`config.mk`:
```
export PLATFORM = sky130hd
export DESIGN_NAME = event_irq_and_sw_transfer_trigger
export DESIGN_NICKNAME = d
export VERILOG_FILES = /design/src/include/evirq_pkg.sv /design/src/include/evirq_if.sv /design/src/rtl/event_irq_and_sw_transfer_trigger.sv /design/src/rtl/event_flag_bank.sv /design/src/rtl/sw_trigger_ctrl.sv
export VERILOG_INCLUDE_DIRS = /design/src /design/src/include
export SDC_FILE = /design/constraint.sdc
export NUM_CORES = 1
export LEC_CHECK = 0
export BUFFER_PORTS_ARGS = -buffer_cell sky130_fd_sc_hd__buf_2
export CAP_MARGIN = 20
export CORE_AREA = 2 2 60 62
export CTS_CLUSTER_DIAMETER = 30
export CTS_CLUSTER_SIZE = 25
export DETAILED_ROUTE_END_ITERATION = 6
export DIE_AREA = 0 0 62 64
export PLACE_DENSITY = 0.75
export SYNTH_ARGS = -nofsm -noshare
export SYNTH_HDL_FRONTEND = slang
export SYNTH_HIERARCHICAL = 1
export SYNTH_SLANG_ARGS = --single-unit
export TNS_END_PERCENT = 5
```
`constraint.sdc`:
```
create_clock -name clk_i -period 1.3 [get_ports clk_i]
set_clock_uncertainty 0.1 [all_clocks]
set_input_delay 0.13 -clock clk_i [delete_from_list [all_inputs] [get_ports clk_i]]
set_output_delay 0.13 -clock clk_i [all_outputs]
set_load 0.02 [all_outputs]
```
`src/include/evirq_cfg.svh`:
```
/*
  Constants for the event interrupt and software trigger block: register
  addresses, field positions, reset values and the vector base.
  Assumes an 8-bit register port with 24-bit byte addresses.
*/
`ifndef EVIRQ_CFG_SVH
`define EVIRQ_CFG_SVH

// ***********************************************************
// Register addresses
// ***********************************************************
`define EVIRQ_ADDR_W          24
`define EVIRQ_STATUS_ADDR     24'hff0528
`define EVIRQ_VECTOR_ADDR     24'hff053d

// ***********************************************************
// Reset values and field positions
// ***********************************************************
`define EVIRQ_STATUS_RESET    8'h00
`define EVIRQ_VECTOR_RESET    8'h00
`define EVIRQ_BIT_EN_SECOND   3
`define EVIRQ_BIT_EN_FIRST    2
`define EVIRQ_BIT_FLAG_SECOND 1
`define EVIRQ_BIT_FLAG_FIRST  0
`define EVIRQ_BIT_SW_ENABLE   7
`define EVIRQ_VEC_MSB         6
`define EVIRQ_VEC_BASE        16'h0400

`endif

```
`src/include/evirq_pkg.sv`:
```
/*
  Types for the event interrupt and software trigger block.
  Assumes nothing beyond a SystemVerilog compiler.
*/
package evirq_pkg;

  // Software trigger states, Gray along idle, run, hold
  typedef enum logic [1:0] {
    TRG_IDLE = 2'b00,
    TRG_RUN  = 2'b01,
    TRG_HOLD = 2'b11
  } trig_state_t;

  typedef struct packed {
    logic [1:0] flag;
    logic [1:0] armed;
  } flag_regs_t;

  typedef struct packed {
    trig_state_t state;
    logic        start;
  } trig_regs_t;

  typedef struct packed {
    logic [7:0]  rdata;
    logic [1:0]  enable;
    logic [6:0]  vector;
    logic [15:0] vaddr;
  } top_regs_t;

endpackage

```
`src/include/evirq_if.sv`:
```
/*
  Internal carrier between the top of the block, its flag bank and its
  software trigger controller. Assumes one clock domain.
*/
`timescale 1ns/1ps
interface evirq_if;
  logic [1:0] ev_set;
  logic [1:0] rd_arm;
  logic [1:0] wr_zero;
  logic [1:0] xfer_clr;
  logic [1:0] flag;
  logic       sw_wr_one;
  logic       sw_wr_zero;
  logic       run_done;
  logic       count_end;
  logic       interrupt_select_bit;
  logic       end_irq;
  logic       select_zero_wr;
  logic       sw_enable;
  logic       start;

  modport flag_mp (input ev_set, rd_arm, wr_zero, xfer_clr, output flag);
  modport trig_mp (input sw_wr_one, sw_wr_zero, run_done, count_end,
                   input interrupt_select_bit, end_irq, select_zero_wr,
                   output sw_enable, start);
  modport top_mp (output ev_set, rd_arm, wr_zero, xfer_clr,
                  output sw_wr_one, sw_wr_zero, run_done, count_end,
                  output interrupt_select_bit, end_irq, select_zero_wr,
                  input flag, sw_enable, start);
endinterface

```
`src/rtl/event_irq_and_sw_transfer_trigger.sv`:
```
/*
  Event interrupt flags with enables and the software trigger register
  for the transfer controller, reached over a plain 8-bit register port.
  Assumes all inputs synchronous to clk_i; event and transfer controller
  inputs are one-cycle pulses except interrupt_select_bit_i and count_end_i.

*/
`timescale 1ns/1ps
`include "evirq_cfg.svh"
module event_irq_and_sw_transfer_trigger (
  // Clock and reset
  input  wire logic                      clk_i,
  input  wire logic                      reset_n_i,
  // Register port
  input  wire logic [`EVIRQ_ADDR_W-1:0]  addr_i,
  input  wire logic [7:0]                wdata_i,
  input  wire logic                      wr_i,
  input  wire logic                      rd_i,
  output logic      [7:0]                rdata_o,
  // Event sources
  input  wire logic                      event_second_i,
  input  wire logic                      event_first_i,
  // Interrupt requests
  output logic                           irq_second_o,
  output logic                           irq_first_o,
  // Transfer controller, event activations
  input  wire logic                      xfer_ack_second_i,
  input  wire logic                      xfer_ack_first_i,
  input  wire logic                      interrupt_select_bit_i,
  // Transfer controller, software activation
  input  wire logic                      sw_run_done_i,
  input  wire logic                      count_end_i,
  input  wire logic                      sw_end_irq_i,
  input  wire logic                      select_zero_wr_i,
  output logic                           sw_start_o,
  output logic                           sw_enable_o,
  output logic      [15:0]               sw_vector_addr_o
);

  // ***********************************************************
  // Reset release
  // ***********************************************************
  logic [1:0] rst_sync_reg;
  logic       rst_n;

  always_ff @(posedge clk_i or negedge reset_n_i) begin
    if (!reset_n_i) begin
      rst_sync_reg <= 2'b00;
    end else begin
      rst_sync_reg <= {rst_sync_reg[0], 1'b1};
    end
  end

  assign rst_n = rst_sync_reg[1];

  // ***********************************************************
  // Helpers
  // ***********************************************************
  function automatic logic [15:0] vec_addr(input logic [6:0] num);
    vec_addr = `EVIRQ_VEC_BASE + {8'h00, num, 1'b0};
  endfunction

  // ***********************************************************
  // Address decode
  // ***********************************************************
  logic wr_status;
  logic wr_vector;
  logic rd_status;
  logic rd_vector;

  always_comb begin
    wr_status = 1'b0;
    wr_vector = 1'b0;
    rd_status = 1'b0;
    rd_vector = 1'b0;
    if (addr_i == `EVIRQ_STATUS_ADDR) begin
      wr_status = wr_i;
      rd_status = rd_i;
    end else if (addr_i == `EVIRQ_VECTOR_ADDR) begin
      wr_vector = wr_i;
      rd_vector = rd_i;
    end
  end

  // ***********************************************************
  // Sub-blocks
  // ***********************************************************
  evirq_if lnk ();

  event_flag_bank event_flag_bank_inst (
    .clk_i   (clk_i),
    .rst_n_i (rst_n),
    .lnk     (lnk.flag_mp)
  );

  sw_trigger_ctrl sw_trigger_ctrl_inst (
    .clk_i   (clk_i),
    .rst_n_i (rst_n),
    .lnk     (lnk.trig_mp)
  );

  // Flag bank requests
  assign lnk.ev_set[`EVIRQ_BIT_FLAG_SECOND] = event_second_i;
  assign lnk.ev_set[`EVIRQ_BIT_FLAG_FIRST]  = event_first_i;
  assign lnk.rd_arm  = {rd_status, rd_status};
  assign lnk.wr_zero = {wr_status & ~wdata_i[`EVIRQ_BIT_FLAG_SECOND],
                        wr_status & ~wdata_i[`EVIRQ_BIT_FLAG_FIRST]};
  // Only the flag itself clears; nothing goes back to the source
  assign lnk.xfer_clr = {xfer_ack_second_i & ~interrupt_select_bit_i,
                         xfer_ack_first_i & ~interrupt_select_bit_i};

  // Trigger controller requests
  assign lnk.sw_wr_one     = wr_vector & wdata_i[`EVIRQ_BIT_SW_ENABLE];
  assign lnk.sw_wr_zero    = wr_vector & ~wdata_i[`EVIRQ_BIT_SW_ENABLE];
  assign lnk.run_done      = sw_run_done_i;
  assign lnk.count_end     = count_end_i;
  assign lnk.interrupt_select_bit = interrupt_select_bit_i;
  assign lnk.end_irq              = sw_end_irq_i;
  assign lnk.select_zero_wr       = select_zero_wr_i;

  // ***********************************************************
  // Register state
  // ***********************************************************
  evirq_pkg::top_regs_t cur_reg;
  evirq_pkg::top_regs_t cur_next;

  always_comb begin
    cur_next       = cur_reg;
    cur_next.rdata = 8'h00;
    if (wr_status) begin
      cur_next.enable = {wdata_i[`EVIRQ_BIT_EN_SECOND],
                         wdata_i[`EVIRQ_BIT_EN_FIRST]};
    end
    if (wr_vector && !lnk.sw_enable) begin
      cur_next.vector = wdata_i[`EVIRQ_VEC_MSB:0];
    end
    cur_next.vaddr = vec_addr(cur_next.vector);
    if (rd_status) begin
      cur_next.rdata = {4'h0, cur_reg.enable, lnk.flag};
    end else if (rd_vector) begin
      cur_next.rdata = {lnk.sw_enable, cur_reg.vector};
    end
  end

  always_ff @(posedge clk_i or negedge rst_n) begin
    if (!rst_n) begin
      cur_reg.rdata  <= 8'h00;
      cur_reg.enable <= 2'b00;
      cur_reg.vector <= 7'h00;
      cur_reg.vaddr  <= `EVIRQ_VEC_BASE;
    end else begin
      cur_reg <= cur_next;
    end
  end

  // ***********************************************************
  // Outputs
  // ***********************************************************
  assign rdata_o          = cur_reg.rdata;
  assign irq_second_o     = lnk.flag[1] & cur_reg.enable[1];
  assign irq_first_o      = lnk.flag[0] & cur_reg.enable[0];
  assign sw_start_o       = lnk.start;
  assign sw_enable_o      = lnk.sw_enable;
  assign sw_vector_addr_o = cur_reg.vaddr;

  // ***********************************************************
  // Checks
  // ***********************************************************
  a_status_layout: assert property (
    @(posedge clk_i) disable iff (!rst_n)
    rd_status |=> rdata_o[3:0] == $past({cur_reg.enable, lnk.flag}))
    else $error("status read does not show enables and flags");

  a_irq_gate_second: assert property (
    @(posedge clk_i) disable iff (!rst_n)
    event_second_i && !wr_status
    |=> irq_second_o == $past(cur_reg.enable[1]))
    else $error("second interrupt does not follow its enable");

  a_irq_gate_first: assert property (
    @(posedge clk_i) disable iff (!rst_n)
    event_first_i && !wr_status
    |=> irq_first_o == $past(cur_reg.enable[0]))
    else $error("first interrupt does not follow its enable");

  a_event_sets_second: assert property (
    @(posedge clk_i) disable iff (!rst_n)
    event_second_i
    |=> lnk.flag[1] && ($past(rd_vector) || rdata_o[7:4] == 4'h0))
    else $error("second flag not set by its event");

  a_event_sets_first: assert property (
    @(posedge clk_i) disable iff (!rst_n)
    event_first_i ##1 (!wr_status && !xfer_ack_first_i) ##1 rd_status
    |=> rdata_o[0])
    else $error("first flag not set or not visible on read");

  a_flag_xfer_clear: assert property (
    @(posedge clk_i) disable iff (!rst_n)
    xfer_ack_first_i && !interrupt_select_bit_i && !event_first_i
    |=> !lnk.flag[0])
    else $error("first flag not cleared by transfer activation");

  a_flag_read_write: assert property (
    @(posedge clk_i) disable iff (!rst_n)
    (rd_status && lnk.flag[1] && !xfer_ack_second_i)
    ##1 !event_second_i
    ##1 (wr_status && !wdata_i[1] && !event_second_i)
    |=> !lnk.flag[1])
    else $error("second flag not cleared by read one then write zero");

  a_flag_kept_select: assert property (
    @(posedge clk_i) disable iff (!rst_n)
    xfer_ack_second_i && interrupt_select_bit_i && lnk.flag[1] && !wr_status
    |=> lnk.flag[1])
    else $error("second flag lost while select bit is one");

  a_trigger_start: assert property (
    @(posedge clk_i) disable iff (!rst_n)
    wr_vector && wdata_i[7] && !lnk.sw_enable
    |=> sw_start_o && sw_enable_o ##1 !sw_start_o)
    else $error("software trigger did not start for one cycle");

  a_trigger_autoclear: assert property (
    @(posedge clk_i) disable iff (!rst_n)
    sw_enable_o && sw_run_done_i && !interrupt_select_bit_i && !count_end_i
    && !wr_vector |=> !sw_enable_o)
    else $error("trigger enable not cleared after plain run");

  a_trigger_select_clear: assert property (
    @(posedge clk_i) disable iff (!rst_n)
    (sw_enable_o && sw_end_irq_i && !wr_vector)
    ##[1:8] (select_zero_wr_i && !wr_vector) |=> !sw_enable_o)
    else $error("trigger enable not cleared by select write zero");

  a_trigger_hold: assert property (
    @(posedge clk_i) disable iff (!rst_n)
    sw_enable_o && sw_run_done_i && (interrupt_select_bit_i || count_end_i)
    && !wr_vector && !select_zero_wr_i |=> sw_enable_o)
    else $error("trigger enable dropped after run with select set");

  a_vector_address: assert property (
    @(posedge clk_i) disable iff (!rst_n)
    wr_vector && !lnk.sw_enable
    |=> sw_vector_addr_o == vec_addr($past(wdata_i[6:0])))
    else $error("vector address not formed from written number");

  a_vector_locked: assert property (
    @(posedge clk_i) disable iff (!rst_n)
    wr_vector && lnk.sw_enable |=> $stable(cur_reg.vector))
    else $error("vector number changed while trigger enabled");

  a_vector_readback: assert property (
    @(posedge clk_i) disable iff (!rst_n)
    rd_vector |=> rdata_o == {$past(lnk.sw_enable), $past(cur_reg.vector)})
    else $error("vector register read back wrong");

  a_read_idle_zero: assert property (
    @(posedge clk_i) disable iff (!rst_n)
    !rd_i |=> rdata_o == 8'h00)
    else $error("read data not zero outside the read answer cycle");

  a_status_high_zero: assert property (
    @(posedge clk_i) disable iff (!rst_n)
    rd_status |=> rdata_o[7:4] == 4'h0)
    else $error("status read shows nonzero reserved bits");

endmodule // event_irq_and_sw_transfer_trigger

```
`src/rtl/event_flag_bank.sv`:
```
/*
  The two event flags: set by events, cleared by read-one/write-zero or
  by a transfer run. Assumes a synchronised active-low reset.
*/
`timescale 1ns/1ps
module event_flag_bank (
  // Clock and reset
  input  wire logic clk_i,
  input  wire logic rst_n_i,
  // Link to the top
  evirq_if.flag_mp  lnk
);

  evirq_pkg::flag_regs_t cur_reg;
  evirq_pkg::flag_regs_t cur_next;

  always_comb begin
    cur_next = cur_reg;
    for (int i = 0; i < 2; i++) begin
      if (lnk.rd_arm[i]) begin
        cur_next.armed[i] = cur_reg.flag[i];
      end
      if ((lnk.wr_zero[i] && cur_reg.armed[i]) || lnk.xfer_clr[i]) begin
        cur_next.flag[i]  = 1'b0;
        cur_next.armed[i] = 1'b0;
      end
      if (lnk.ev_set[i]) begin
        cur_next.flag[i] = 1'b1;
      end
    end
  end

  always_ff @(posedge clk_i or negedge rst_n_i) begin
    if (!rst_n_i) begin
      cur_reg <= '0;
    end else begin
      cur_reg <= cur_next;
    end
  end

  assign lnk.flag = cur_reg.flag;

endmodule // event_flag_bank

```
`src/rtl/sw_trigger_ctrl.sv`:
```
/*
  Software trigger enable bit and its set and clear sequence.
  Assumes a synchronised active-low reset and one-cycle inputs except interrupt_select_bit and count_end.
*/
`timescale 1ns/1ps
module sw_trigger_ctrl (
  // Clock and reset
  input  wire logic clk_i,
  input  wire logic rst_n_i,
  // Link to the top
  evirq_if.trig_mp  lnk
);

  evirq_pkg::trig_regs_t cur_reg;
  evirq_pkg::trig_regs_t cur_next;

  always_comb begin
    cur_next       = cur_reg;
    cur_next.start = 1'b0;
    case (cur_reg.state)
      evirq_pkg::TRG_IDLE: begin
      end
      evirq_pkg::TRG_RUN: begin
        if (lnk.run_done && !lnk.interrupt_select_bit && !lnk.count_end) begin
          cur_next.state = evirq_pkg::TRG_IDLE;
        end else if (lnk.run_done || lnk.end_irq) begin
          cur_next.state = evirq_pkg::TRG_HOLD;
        end
      end
      evirq_pkg::TRG_HOLD: begin
        if (lnk.select_zero_wr) begin
          cur_next.state = evirq_pkg::TRG_IDLE;
        end
      end
      default: cur_next.state = evirq_pkg::TRG_IDLE;
    endcase
    if (lnk.sw_wr_zero) begin
      cur_next.state = evirq_pkg::TRG_IDLE;
    end
    if (lnk.sw_wr_one && cur_next.state == evirq_pkg::TRG_IDLE) begin
      cur_next.state = evirq_pkg::TRG_RUN;
      cur_next.start = 1'b1;
    end
  end

  always_ff @(posedge clk_i or negedge rst_n_i) begin
    if (!rst_n_i) begin
      cur_reg <= '0;
    end else begin
      cur_reg <= cur_next;
    end
  end

  assign lnk.sw_enable = (cur_reg.state != evirq_pkg::TRG_IDLE);
  assign lnk.start     = cur_reg.start;

endmodule // sw_trigger_ctrl

```
[After elaboration in Yosys (flattened, before gate mapping)]
Cells that the tools add are included.
Storage, ports and cells
  output and inout bits: 28
  bits of input ports: 45
  flip-flop bits (word level): 38
Cells by class
  reduce and logical (&&, ||, !) cells: 19
  add/sub/neg operators: 1
  bitwise logic cells: 12
  muxes and demuxes: 23
  eq/ne operators: 4
Operators with widths (number)
  $eq A24 B24 Y1 const B: 2
  $mux W8: 2
  $mux W1: 14
  $add A11 B8 Y12 const A: 1
  $reduce_bool A2 Y1: 5
  $and A1 B1 Y1: 8
  $mux W2: 4
  $mux W7: 1
  $logic_and A1 B1 Y1: 6
  $pmux W2 S3: 1
  $logic_not A2 Y1: 2
  $not A1 Y1: 4
  $logic_not A1 Y1: 3
  $logic_or A1 B1 Y1: 3
  $mux W3: 1
  $eq A2 B1 Y1 const B: 1
  $eq A2 B2 Y1 const B: 1

[Logic depth before layout (Yosys ltp)]
  word-level depth: 9
  gate-level depth with buffers: 7

[By module]
Netlist, hierarchy kept.
Modules (own cells, without submodules)
  event_irq_and_sw_transfer_trigger: sequential area each 475.5 um^2, area each 1084.8 um^2, cells an instance 101, instances 1
  event_flag_bank: sequential area each 100.1 um^2, area each 180.2 um^2, cells an instance 14, instances 1
  sw_trigger_ctrl: sequential area each 75.1 um^2, area each 153.9 um^2, cells an instance 14, instances 1

[Worst setup path before layout]
Ideal clock, no wire load.
  path type: input to register
  start point: input port addr_i[1]
  end point: register event_flag_bank_inst/cur_reg[0] (netlist bit)
  stages: 6
  arrival time: 1.607 ns
  slack: -0.527 ns
  buffers on the path: 0
  path through: nor4b_4 nand4_4 or3_2 nor2b_1 mux2i_1 nor2b_1
Between the ends
  elaborated cells on any way between the ends: 8
RTL lines
  from (decl): RTL line event_irq_and_sw_transfer_trigger.sv:15  | input wire logic [`EVIRQ_ADDR_W-1:0] addr_i,
  $eq A24 B24 Y1 (no source line)
  $mux W1: RTL line event_irq_and_sw_transfer_trigger.sv:76  | if (addr_i == `EVIRQ_STATUS_ADDR) begin
  net rd_status: RTL line event_irq_and_sw_transfer_trigger.sv:68  | logic rd_status;
  $reduce_bool A2 Y1 (no source line)
  to (signal assigned): RTL line event_flag_bank.sv:37  | cur_reg <= cur_next;
  to (decl): RTL line event_flag_bank.sv:14  | evirq_pkg::flag_regs_t cur_reg;
The timed path passes the listed nets, and every way through them passes these cells.
A chain may end at the register's enable or synchronous reset.

[Worst setup path in the final report]
  start point: register sw_trigger_ctrl_inst/cur_reg[2] (netlist bit)
  end point: register cur_reg, in the netlist sw_vector_addr_o[3]
Between the ends
  word-level cells in the longest chain between the ends: 5
RTL lines
  from (decl): RTL line sw_trigger_ctrl.sv:14  | evirq_pkg::trig_regs_t cur_reg;
  from (signal assigned): RTL line sw_trigger_ctrl.sv:50  | cur_reg <= cur_next;
  $reduce_bool A2 Y1: RTL line sw_trigger_ctrl.sv:54  | assign lnk.sw_enable = (cur_reg.state != evirq_pkg::TRG_IDLE);
  $logic_not A1 Y1: RTL line event_irq_and_sw_transfer_trigger.sv:134  | if (wr_vector && !lnk.sw_enable) begin
  $logic_and A1 B1 Y1: RTL line event_irq_and_sw_transfer_trigger.sv:134
  $mux W7: RTL line event_irq_and_sw_transfer_trigger.sv:134
  $add A11 B8 Y12 (no source line)
  to (signal assigned): RTL line event_irq_and_sw_transfer_trigger.sv:152  | cur_reg <= cur_next;
  to (decl): RTL line event_irq_and_sw_transfer_trigger.sv:124  | evirq_pkg::top_regs_t cur_reg;
Every way passes these cells.

==> results.yml <==
outcome:
  status: "finished with violations"
  violations: "negative setup slack"
route:
  ant_nets: 0
  finalWirelength_um: 2990
  first_iter_violations: 32
  drt-pass1-iter-count: 4
  vias_per_cell: 4.60
  route.detailed.drc: 0
  wl_per_cell_um: 11.9
  via_count: 1151
synth:
  netlist_instances: 129
  synthArstFlopShare_pct: 100
  synth_area_leaders: "dfrtp_1 (46%), buf_4 (14%), mux2_2 (5.6%)"
  synth-seq-area-share_pct: 45.9
  synth_top_area_share_pct: 45.9
  syn_area_um2: 1420
  synth_edf_count: 0
  synthFlopType: "dfrtp_1"
  synth_top_cell_by_area: "dfrtp_1"
  ys_types: 34
  yosys_warnings: 6
  ys_seq_elements: 26
  avgSynthCellArea_um2: 11.0
clock_network:
  cts_tree: "built"
  cts_max_level: 1
  clock_path_buffers: 2
  cts_inserted_buffers: 3
  cts_num_sinks: 26
  clock_latency_ns: 0.31
  root_buffer: "clkbuf_4"
  path_clk_slew_ns: 0.14
finish:
  finish.net_count: 250
  largest_reg_flops: 8
  instances_no_fill: 250
  syn_to_final_growth_pct: 41.2
  n_antenna_cell: 0
  fillers: 258
  drive_gt1_share_pct: 52.5
  final_cell_mix: "buf_2 (60), dfrtp_1 (26), buf_4 (14), dlygate4sd3_1 (12), conb_1 (10)"
  final_common_cell: "buf_2"
sta:
  drv_slew: 0
  fmax_mhz: 604
  postLayoutSetupSlackWorst_ns: -0.356
  setup_viol: 14
  timing.hold.ws_ns: 0.0251
  fin_crit_sh_pct: 127
  fin_crit_ns: 1.66
  rsz0062_at_grt: "yes"
  hold_viol_final: 0
floorplanning:
  placementRows: 21
  die-area_um2: 3970
  die_height_um: 64
  coreArea_um2: 3280
  die_x_um: 62
  pin_count: 73
  initial_core_util_pct: 43.2
setup_path:
  cp.required_ns: 1.41
  critPathCaptureType: "flip-flop"
  critPathMaxFanout: 7
  r2r_cells: 6
  cpPeakStageDelay_ns: 0.40
  r2r_slack_ns: -0.36
  startpoint: "sw_trigger_ctrl_inst/cur_reg[2]$_DFF_PN0_"
  worstSetupEndpoint: "sw_vector_addr_o[3]$_DFFE_PN0P_"
  arrival_ns: 1.77
  timing.rr.end: "sw_vector_addr_o[3]$_DFFE_PN0P_"
  critPathSlowestCell: "dfrtp_1"
  start_kind: "flip-flop"
  worstSetupPathType: "reg2reg"
  reg2reg_from: "sw_trigger_ctrl_inst/cur_reg[2]$_DFF_PN0_"
  path_cells: "or2_4 -> nor2b_1 -> nand4_1 -> nor2_4 -> buf_12 -> mux2_4"
grt:
  antenna_found_initial: 0
  grt_pass1_vias: 1130
  grt_max_degree: 25
  gr-total-overflow: 0
  grt_usage_pct: 15.9
  grt_pass1_wl_um: 4850
worst_hold_path:
  min_from: "sw_run_done_i"
  hold_path_class: "in2reg"
place:
  dp.cells: 232
  place_congestion: 0.783
  port_buffers: 63
  dpl.hpwl_um: 2240
pwr:
  peakVddDrop_v: 0.000540
  power.density_nw_per_um2: 779
  power.leakage_nw: 1.02
run:
  maxCapViolations: 0
## per-stage QoR
step	util, %	TNS, ns	setup slack (ns)	power (mW)	area [um2]
CTS	60.3	-2.98	-0.358	1.56	1980
finish	61.0	-2.90	-0.356	1.56	2000
global route	61.0	-3.76	-0.397	1.63	2000
floorplan	-	-4.57	-0.373	0.933	1470
detailed placement	53.1	-7.43	-0.493	1.01	1740
global placement	53.1	-7.30	-0.466	1.01	1740
## critical path: cells and delay by family, from the launching register on
family | cells | cell delay, ns
multiplexers | 1 | 0.30
flip-flops | 1 | 0.40
AND/OR/NAND/NOR | 4 | 0.63
buffers and inverters | 1 | 0.14
## layout make-up
cell class	instances	area (um2)	share of cell area, %
clock inverter	1	30.0	1.50
clock buffer	3	22.5	1.12
timing repair buffer	90	579	28.9
sequential	26	651	32.5
tap	46	57.6	2.87
inverter	1	3.75	0.187
multi-input combinational	83	659	32.9
## power by group
group	switching (mW)	leakage (nW)	internal (mW)	total (mW)
Clock	0.223	0.0279	0.311	0.534
Combinational	0.0958	0.637	0.109	0.205
Sequential	0.00549	0.351	0.816	0.821
Total	0.324	1.02	1.24	1.56
## routing by layer
| metal | GRT usage [%] | routed length, um | vias up |
|---|---|---|---|
| met5 | 0 | 0 | - |
| met4 | 3.46 | 23 | 0 |
| met3 | 2.63 | 199 | 2 |
| met2 | 27.0 | 1440 | 49 |
| met1 | 20.7 | 1320 | 535 |
| li1 | - | - | 565 |
## logic make-up after synthesis
logic type,share of synthesized area (%)
AND/OR/NAND/NOR,24.2
other,0.529
buffers and inverters,14.3
flip-flops,45.9
multiplexers,9.08
AO/OA/AOI/OAI,6.08
## worst min path at each step
stage,to,cells after the start
2_1_floorplan,rst_sync_reg[0]$_DFF_PN0_,0
3_3_place_gp,rst_sync_reg[1]$_DFF_PN0_,1
3_5_place_dp,rst_sync_reg[0]$_DFF_PN0_,1
4_1_cts,sw_trigger_ctrl_inst/cur_reg[2]$_DFF_PN0_,3
5_1_grt,sw_trigger_ctrl_inst/cur_reg[2]$_DFF_PN0_,3
6_report,sw_trigger_ctrl_inst/cur_reg[2]$_DFF_PN0_,3
## repair_timing
| item | in CTS | in global routing |
|---|---|---|
| hold buffers | 12 | 0 |
| resized for setup | 10 | 4 |
| setup endpoints to repair | 18 | 21 |
| pin swaps | 6 | 0 |
| endpoints found under the hold margin | 14 | 0 |
| setup buffers | 2 | 0 |
## synth_stat cells (2+ instances only)
master	number
mux2i_1	2
nor3_1	7
nand4_1	2
nand2b_1	2
nor2_1	9
dfrtp_1	26
mux2_2	7
a22oi_1	4
nand3_1	5
conb_1	2
a21o_1	2
buf_4	26
or3_2	2
nand2_1	2
nor2b_1	6
and2_1	3
and4bb_2	2
mux2_4	2
and3_1	2
a21oi_2	2
(Power assumes the default switching activity.)
